[src/lsc_pkg.sv]
package lsc_pkg;

  // ---------------------------------------------------------------
  // Protection status word layout
  // ---------------------------------------------------------------
  localparam int        PROTECTION_TRIP_STATUS_W          = 8;
  localparam int        BIT_OVER_POWER  = 0;
  localparam int        BIT_OVER_TEMP   = 1;
  localparam int        BIT_OVER_VOLT   = 2;
  localparam int        BIT_OVER_CURR   = 3;
  localparam logic [7:0] PROTECTION_TRIP_STATUS_RESET     = 8'h00;
  localparam int        ERR_W           = 8;
  localparam logic [7:0] ERR_RESET      = 8'h00;

  // ---------------------------------------------------------------
  // Reply characters
  // ---------------------------------------------------------------
  localparam logic [7:0] ASCII_ZERO     = 8'h30;
  localparam logic [7:0] ASCII_ONE      = 8'h31;
  localparam int        REPLY_MAX       = 3;

  // ---------------------------------------------------------------
  // Commands and modes
  // ---------------------------------------------------------------
  typedef enum logic [3:0] {
    LSC_CMD_NONE,
    LSC_CMD_LEVEL_HIGH,
    LSC_CMD_LEVEL_LOW,
    LSC_CMD_LEVEL_QUERY,
    LSC_CMD_DYN_ON,
    LSC_CMD_DYN_OFF,
    LSC_CMD_DYN_QUERY,
    LSC_CMD_CLEAR,
    LSC_CMD_FAIL_QUERY,
    LSC_CMD_PROTECTION_TRIP_STATUS_QUERY
  } lsc_cmd_e;

  typedef enum logic [1:0] {
    LSC_MODE_CC,
    LSC_MODE_CR,
    LSC_MODE_CV,
    LSC_MODE_CP
  } lsc_mode_e;

  typedef enum logic [1:0] {
    LSC_SP_CURRENT,
    LSC_SP_RESISTANCE,
    LSC_SP_VOLTAGE,
    LSC_SP_POWER
  } lsc_sp_e;

  // Trip events from the load stage, one-cycle pulses or levels
  typedef struct packed {
    logic over_current_trip;
    logic over_voltage_trip;
    logic over_temp_trip;
    logic over_power_trip;
  } lsc_trip_s;

  // Reply: up to three ASCII characters, count of valid ones
  typedef struct packed {
    logic [1:0] len;
    logic [7:0] c0;
    logic [7:0] c1;
    logic [7:0] c2;
  } lsc_reply_s;

endpackage

[src/lsc_state_cmd.sv]
`timescale 1ns/1ps
// Summary of operation
// Level command selects high or low setpoint; query reports the selection.
// Low setpoint means current, resistance, voltage or power per operating mode.
// Dynamic on runs dynamic loading, off runs static; query reports setting.
// Clear command zeroes protection status and error registers.
// Fail query returns digit 0 or 1; fail indicator lit only for 1.
// Bit 0 over-power, 1 over-temperature, 2 over-voltage, 3 over-current.
// Protection query returns decimal sum of set bit weights, 8-bit word.
// Protection bits stay latched after a trip until the clear command.
module lsc_state_cmd
  import lsc_pkg::*;
(
  input  wire logic              ref_clk,
  input  wire logic              rst,
  input  wire logic              cmd_valid,
  input  wire lsc_pkg::lsc_cmd_e cmd_code,
  input  wire lsc_pkg::lsc_mode_e op_mode,
  input  wire lsc_pkg::lsc_trip_s trip_in,
  input  wire logic              err_set,
  input  wire logic [7:0]        err_code,
  input  wire logic              fail_in,
  output logic                   reply_valid,
  output lsc_pkg::lsc_reply_s    reply,
  output logic                   level_high,
  output lsc_pkg::lsc_sp_e       low_setpoint_kind,
  output logic                   dynamic_loading,
  output logic                   fail_led,
  output logic [7:0]             protection_trip_status,
  output logic [7:0]             error_status
);
  import lsc_pkg::*;

  // ---------------------------------------------------------------
  // Helpers
  // ---------------------------------------------------------------
  function automatic lsc_reply_s one_digit(input logic b);
    lsc_reply_s r;
    r     = '0;
    r.len = 2'd1;
    r.c0  = b ? ASCII_ONE : ASCII_ZERO;
    return r;
  endfunction

  // Clear decode, used by the error group; the protection group decodes clear in its own case
  function automatic logic is_clear(input logic v, input lsc_cmd_e c);
    return v && (c == LSC_CMD_CLEAR);
  endfunction

  // Binary to decimal ASCII, leading zeros dropped
  function automatic lsc_reply_s dec_text(input logic [7:0] v);
    lsc_reply_s r;
    logic [7:0] h;
    logic [7:0] t;
    logic [7:0] o;
    r = '0;
    h = v / 8'd100;
    t = (v / 8'd10) % 8'd10;
    o = v % 8'd10;
    if (h != 8'h00)
    begin
      r.len = 2'd3;
      r.c0  = ASCII_ZERO + h;
      r.c1  = ASCII_ZERO + t;
      r.c2  = ASCII_ZERO + o;
    end
    else if (t != 8'h00)
    begin
      r.len = 2'd2;
      r.c0  = ASCII_ZERO + t;
      r.c1  = ASCII_ZERO + o;
    end
    else
    begin
      r.len = 2'd1;
      r.c0  = ASCII_ZERO + o;
    end
    return r;
  endfunction

  // ---------------------------------------------------------------
  // State
  // ---------------------------------------------------------------
  logic       level_reg,   level_next;
  logic       dyn_reg,     dyn_next;
  logic [7:0] protection_trip_status_reg,    protection_trip_status_next;
  logic [7:0] err_reg,     err_next;
  logic       rvalid_reg,  rvalid_next;
  lsc_reply_s reply_reg,   reply_next;
  logic [7:0] trip_vec;

  // ---------------------------------------------------------------
  // Trip event mapping
  // ---------------------------------------------------------------
  always_comb
  begin
    trip_vec                 = '0;
    trip_vec[BIT_OVER_POWER] = trip_in.over_power_trip;
    trip_vec[BIT_OVER_TEMP]  = trip_in.over_temp_trip;
    trip_vec[BIT_OVER_VOLT]  = trip_in.over_voltage_trip;
    trip_vec[BIT_OVER_CURR]  = trip_in.over_current_trip;
  end

  // ---------------------------------------------------------------
  // Command state and protection next values
  // ---------------------------------------------------------------
  always_comb
  begin
    level_next  = level_reg;
    dyn_next    = dyn_reg;
    protection_trip_status_next   = protection_trip_status_reg;
    rvalid_next = 1'b0;
    reply_next  = reply_reg;
    if (cmd_valid)
    begin
      case (cmd_code)
        LSC_CMD_LEVEL_HIGH:  level_next = 1'b1;
        LSC_CMD_LEVEL_LOW:   level_next = 1'b0;
        LSC_CMD_LEVEL_QUERY:
        begin
          rvalid_next = 1'b1;
          reply_next  = one_digit(level_reg);
        end
        LSC_CMD_DYN_ON:      dyn_next = 1'b1;
        LSC_CMD_DYN_OFF:     dyn_next = 1'b0;
        LSC_CMD_DYN_QUERY:
        begin
          rvalid_next = 1'b1;
          reply_next  = one_digit(dyn_reg);
        end
        LSC_CMD_CLEAR:
        begin
          protection_trip_status_next = PROTECTION_TRIP_STATUS_RESET;
        end
        LSC_CMD_FAIL_QUERY:
        begin
          rvalid_next = 1'b1;
          reply_next  = one_digit(fail_in);
        end
        LSC_CMD_PROTECTION_TRIP_STATUS_QUERY:
        begin
          rvalid_next = 1'b1;
          reply_next  = dec_text(protection_trip_status_reg);
        end
        default: ;
      endcase
    end
    // Trips set after clear so an event in the clear cycle survives
    protection_trip_status_next = protection_trip_status_next | trip_vec;
  end

  // ---------------------------------------------------------------
  // Command state registers
  // ---------------------------------------------------------------
  always_ff @(posedge ref_clk or posedge rst)
  begin
    if (rst)
    begin
      level_reg  <= 1'b0;
      dyn_reg    <= 1'b0;
      protection_trip_status_reg   <= PROTECTION_TRIP_STATUS_RESET;
      rvalid_reg <= 1'b0;
      reply_reg  <= '0;
    end
    else
    begin
      level_reg  <= level_next;
      dyn_reg    <= dyn_next;
      protection_trip_status_reg   <= protection_trip_status_next;
      rvalid_reg <= rvalid_next;
      reply_reg  <= reply_next;
    end
  end

  // ---------------------------------------------------------------
  // Error register
  // ---------------------------------------------------------------
  // Load wins over clear so an error raised in the clear cycle is kept
  always_comb
  begin
    err_next = err_reg;
    if (is_clear(cmd_valid, cmd_code))
    begin
      err_next = ERR_RESET;
    end
    if (err_set)
    begin
      err_next = err_code;
    end
  end

  always_ff @(posedge ref_clk or posedge rst)
  begin
    if (rst)
    begin
      err_reg <= ERR_RESET;
    end
    else
    begin
      err_reg <= err_next;
    end
  end

  // ---------------------------------------------------------------
  // Outputs
  // ---------------------------------------------------------------
  always_comb
  begin
    case (op_mode)
      LSC_MODE_CC: low_setpoint_kind = LSC_SP_CURRENT;
      LSC_MODE_CR: low_setpoint_kind = LSC_SP_RESISTANCE;
      LSC_MODE_CV: low_setpoint_kind = LSC_SP_VOLTAGE;
      LSC_MODE_CP: low_setpoint_kind = LSC_SP_POWER;
      default:     low_setpoint_kind = LSC_SP_CURRENT;
    endcase
  end

  assign level_high             = level_reg;
  assign dynamic_loading        = dyn_reg;
  assign fail_led               = fail_in;
  assign protection_trip_status = protection_trip_status_reg;
  assign error_status           = err_reg;
  assign reply_valid            = rvalid_reg;
  assign reply                  = reply_reg;

endmodule

[config.mk]
export PLATFORM = sky130hd
export DESIGN_NAME = lsc_state_cmd
export DESIGN_NICKNAME = d
export VERILOG_FILES = /design/src/lsc_pkg.sv /design/src/lsc_state_cmd.sv
export SDC_FILE = /design/constraint.sdc
export NUM_CORES = 1
export LEC_CHECK = 0
export BUFFER_PORTS_ARGS = -buffer_cell sky130_fd_sc_hd__buf_4
export CORE_UTILIZATION = 46
export DETAILED_ROUTE_END_ITERATION = 16
export GPL_TIMING_DRIVEN = 0
export HOLD_SLACK_MARGIN = 0.1
export MAX_ROUTING_LAYER = met4
export PLACE_DENSITY = 0.78
export SLEW_MARGIN = 25
export SYNTH_ARGS = -nofsm -noshare
export SYNTH_HDL_FRONTEND = slang
export SYNTH_SLANG_ARGS = --single-unit
[constraint.sdc]
create_clock -name ref_clk -period 1.8 [get_ports ref_clk]
set_clock_uncertainty 0.05 [all_clocks]
set_input_delay 0.18 -clock ref_clk [delete_from_list [all_inputs] [get_ports ref_clk]]
set_output_delay 0.18 -clock ref_clk [all_outputs]
set_load 0.005 [all_outputs]
After elaboration in Yosys (flattened, before gate mapping)
Cells that the tools add are included.
- flip-flop bits (word level): 45
- bits in latches: 0
- memory bits (writable): 0
- bits in read-only memories: 0
- bits of input ports: 23
- output and inout port bits: 48
- logic and storage cells: 58
- memories: 0
- add/sub/neg operators: 3
- multiply operators: 0
- div/mod/pow operators: 4
- magnitude comparators: 0
- equal/unequal tests: 12
- shifts and indexed selects: 0
- multiplexer cells: 17
- bitwise operators: 1
- reduce and logical (&&, ||, !) cells: 12
- operator list (kind ; number):
    $pmux W26 S4 ; 1
    $mux W8 ; 6
    $add A6 B8 Y8 const A ; 3
    $mux W18 ; 1
    $eq A4 B3 Y1 const B ; 4
    $mod A8 B4 Y8 const B ; 2
    $reduce_bool A8 Y1 ; 2
    $mux W10 ; 1
    $div A8 B4 Y8 const B ; 1
    $div A8 B7 Y8 const B ; 1
    $eq A4 B2 Y1 const B ; 2
    $eq A4 B4 Y1 const B ; 2
    $or A8 B4 Y8 ; 1
    $pmux W2 S4 ; 1
    $reduce_and A2 Y1 ; 3
    $reduce_bool A2 Y1 ; 3
    $mux W1 ; 5
    $eq A2 B2 Y1 const B ; 2
    $eq A4 B1 Y1 const B ; 1
    $pmux W1 S2 ; 2
    $reduce_bool A4 Y1 ; 1
    $reduce_or A4 Y1 ; 1
    $eq A2 B1 Y1 const B ; 1
    $logic_not A2 Y1 ; 1
    $logic_and A1 B1 Y1 ; 1

Longest topological paths before layout
- word-level depth: 6
- mapped depth: 6
- depth with buffers taken out: 5

Worst setup path after synthesis
No wires, ideal clock.
- path kind: register to register
- start: reg protection_trip_status_reg[2], in the netlist protection_trip_status[2]
- end: reg reply_reg, in the netlist reply[13]
- setup time: 121 ps
- arrival: 1248 ps
- required time: 1629 ps
- path slack: 381 ps
- stages on the path, launching flop included: 6
- buffers on the path: 0
- clock period less this slack: 1419 ps
- path through: dfrtp_1 -> inv_1 -> ha_1 -> nor3_1 -> ha_1 -> a22o_1
- word-level cells in the longest chain between the ends: 6
- elaborated cells on any way between the ends: 11
- those cells by class: 2 x add/sub; 4 x div; 3 x mux; 2 x reduce/logical
- ends and longest elaborated chain (element ; line ; text):
    start: declaration ; lsc_state_cmd.sv:86 ; logic [7:0] protection_trip_status_reg, protection_trip_status_next;
    start signal: assignment ; lsc_state_cmd.sv:169 ; protection_trip_status_reg <= protection_trip_status_next;
    parallel branches: the longest is 4 deep, another holds $div A8 B4 Y8 ; -- ;
    $mux W18 * ; lsc_state_cmd.sv:60 ; if (h != 8'h00)
    $pmux W26 S4 * ; lsc_state_cmd.sv:116 ; case (cmd_code)
    end signal: assignment ; lsc_state_cmd.sv:171 ; reply_reg <= reply_next;
    end: declaration ; lsc_state_cmd.sv:89 ; lsc_reply_s reply_reg, reply_next;
Mark *: on every way between the ends.
A chain may end at the register's enable or synchronous reset.

Final worst setup path
- start: in cmd_code[0]
- end: reg err_reg[3], in the netlist error_status[3]
- word-level cells in the longest chain between the ends: 3
- ends and longest elaborated chain (element ; line ; text):
    start: declaration ; lsc_state_cmd.sv:17 ; input wire lsc_pkg::lsc_cmd_e cmd_code,
    $eq A4 B3 Y1 ; lsc_state_cmd.sv:47 ; return v && (c == LSC_CMD_CLEAR);
    $logic_and A1 B1 Y1 ; lsc_state_cmd.sv:47 ;
    $reduce_bool A2 Y1 (no source line) ; -- ;
    end signal: assignment ; lsc_state_cmd.sv:200 ; err_reg <= err_next;
    end: declaration ; lsc_state_cmd.sv:87 ; logic [7:0] err_reg, err_next;
Every way passes these cells.

==> reports/results.ini <==
[run_status]
run_status=completed

[synthesis]
synth.top_cell.area_share=0.533
synth.most_common_cell=dfrtp_1
asyncSetResetFlopFracSynth=1.00
syn-mean-instance-area_um2=10.7
synth_seq_area_share=0.533
yosysTopAreaCell=dfrtp_1
ys_dominant_reg_cell=dfrtp_1
post_synth_num_cell_types=38
synthesis.instances=140
ys_warn_count=0
synth.top_cells.by_area=dfrtp_1 53%, buf_4 7.0%, nand2_1 6.0%
mappedNetlistArea_um2=1500
ys_top_cells_by_count=32 x dfrtp_1, 24 x nand2_1, 14 x buf_4
synth-seq-cells=32
synth_edf_count=0

[worst_setup_path]
critPathLaunch=cmd_code[0]
timing.critical_path.mode_cell=dlygate4sd3_1
cp.required_ns=1.96
slowest_stage=dlygate4sd3_1
worst_r2r_startpoint=protection_trip_status[2]$_DFF_PP0_
path_buf_inv=4
cp_data_arrival_time_ns=1.86
slowest_stage_delay_cp_ns=0.57
critical_path.max_fanout=10
cpLargestDelayFamily=buffers and inverters
crit_type=primary input to flop
crit_chain=dlygate4sd3_1 > buf_2 > nand3_2 > buf_6 > nand2_1 > o21ai_0 > dlygate4sd3_1
kind_of_launch_point_of_the_worst_setup_path=primary input
worstSetupEndpointType=flop

[routing]
drt_first_iter_violations=17
detailedRoute.firstPassIterationCount=4
avgRoutedWirePerCell_um=13.1
drt-vias-per-instance=4.73
finalWirelength_um=3650
detail-route-antenna-nets=0
route.detailed.drc=0
num_vias=1314

[grt]
grt_first_pass_wirelength_um=5940
grt_util_overall=0.243
globalRoute.totalOverflow=0
number_of_antenna_violations_at_the_first_check_in_global_routing=0
grt_pass1_vias=1329
maximum_number_of_pins_on_one_net_before_global_route_repair=33

[power_and_ir_drop]
power.share.clock=0.280
p_int_mw=1.14
leakage_nw=1.20
power_density_nw_per_um2=677
fin_total_pwr_mw=1.55
power.combinational.fraction=0.201
vdd.ir_drop.worst_mv=0.573
share_seq_of_total_power=0.519
switching_share=0.261
power_spent_charging_and_discharging_nets_uw=404

[place]
dpl.cell_count=250
portBuffers=55
gp_congestion=0.721
dpl_worst_slack_ns=0.241
dp_hpwl_um=2310
post_dp_cell_area_um2=2010

[clocking]
cts.sinks=32
clk_pin_slew_ns=0.10
cts-root-buf=clkbuf_4
clk-insertion-delay-late_ns=0.32
cts_buffers=5
cts_tree=built
ctsLongestPathBuffers=2
cts-htree-levels=2
cts.repair_timing.setup_buffer_count=0

[sta]
worst_slack_ns=0.0993
timing.final.max_slew_violations=0
tightest_slew_ns=0.647
final.period_utilization=0.945
timing.final.crit_period_ns=1.70
report.final.setup_viol=0
setup_total_negative_slack_ns=0
final_hold_viol_count=0
slew-limit-headroom=0.568
final.hold.worst_slack_ns=0.132
rsz_0062_raised_after_global_routing=no
fmax_mhz=588

[floorplan]
die-width_um=59.2
fp.dieH_um=59.2
ios=71
initial_core_util=0.488
placement_rows=20
placeableCoreArea_um2=3080
die_area_um2=3500

[finish]
final_core_util=0.742
largest_register_ffs=17
share_of_final_layout_standard_cells_stronger_than_drive_strength_1=0.380
final_nets=260
antennaDiodeCount=0
final_cell_area_um2=2280
finalNonFillerCells=278
area_growth_syn_to_layout_pct=52.0

[run]
count_of_maximum_capacitance_violations=0

[worst_hold_path]
min-delay-start=cmd_code[3]
hold_path.class=primary input to flop

worst min-delay path, stage by stage:
cell     delay, ns
buf_4         0.11
nor4b_1       0.05
nor2_1        0.08
nor2_1        0.05
cell families after synthesis:
family	synth area share
DFF	0.533
buffers and inverters	0.104
and+or+nand+nor	0.158
adders and majority gates	0.0333
other	0.00500
muxes	0.00749
xor gates and xnor gates	0.00583
AOI/OAI and AO/OA	0.153
layout by cell type, fill, tap and decap left out, drive strengths merged:
master and n:
and2 2, nor4bb 1, and3 1, a22oi 1, inv 5, nor3 1
a21o 4, a22o 6, a21oi 2, ha 4, dfrtp 32, mux2 1
and3b 2, nor2 2, xor2 1, nand3 1, and2b 1, o221ai 1
nor3b 1, buf 73, nand4bb 2, clkbuf 8, o21a 2, o21ai 13
nand2b 2, a32o 2, dlygate4sd3 20, nor2b 1, conb 13, nor4b 1
o211ai 1, nand2 25, clkinv 2
power groups by stage:
stage	Sequential [mW]	Clock, mW	Combinational [mW]
after floorplan	0.815	0	0.116
after global placement	0.813	0	0.255
after detailed placement	0.815	0	0.265
after CTS	0.803	0.440	0.305
after global routing	0.811	0.477	0.346
final	0.802	0.432	0.311
layer usage:
metal,up-vias,share of wire,global-route usage
li1,638,-,-
met1,617,0.41,0.270
met2,52,0.53,0.420
met5,-,0,-
met4,0,0.013,0.0714
met3,7,0.049,0.0742
area by class of cell:
| cell class | count | area [um^2] |
|---|---|---|
| plain buffers | 20 | 144 |
| clock buffers | 6 | 51.3 |
| clock inverters | 2 | 10.0 |
| fillers | 222 | 793 |
| inverters | 5 | 18.8 |
| multi-input cells | 94 | 592 |
| flip-flops and latches | 32 | 801 |
| well taps | 44 | 55.1 |
| repair buffers | 75 | 613 |
repair_timing:
item / CTS / global route
endpoints found under the hold margin: 45 / 0
resized for setup: 0 / 4
hold buffers: 20 / 0
endpoints found under the setup margin: 0 / 4
final timing paths:
path | end | slack [ns] | depth (start not counted)
worst max-delay path | error_status[3]$_DFFE_PP0P_ | 0.1 | 7
worst min-delay path | level_high$_DFFE_PP0P_ | 0.13 | 4
worst max register to register | reply[13]$_DFFE_PP0P_ | 0.23 | 5
worst min register to register | reply[15]$_DFFE_PP0P_ | 0.44 | 2
max in group asynchronous | reply_valid$_DFF_PP0_ | 0.82 | 3
min in group asynchronous | error_status[6]$_DFFE_PP0P_ | 0.45 | 3
Power figures use the tool's default switching activity.
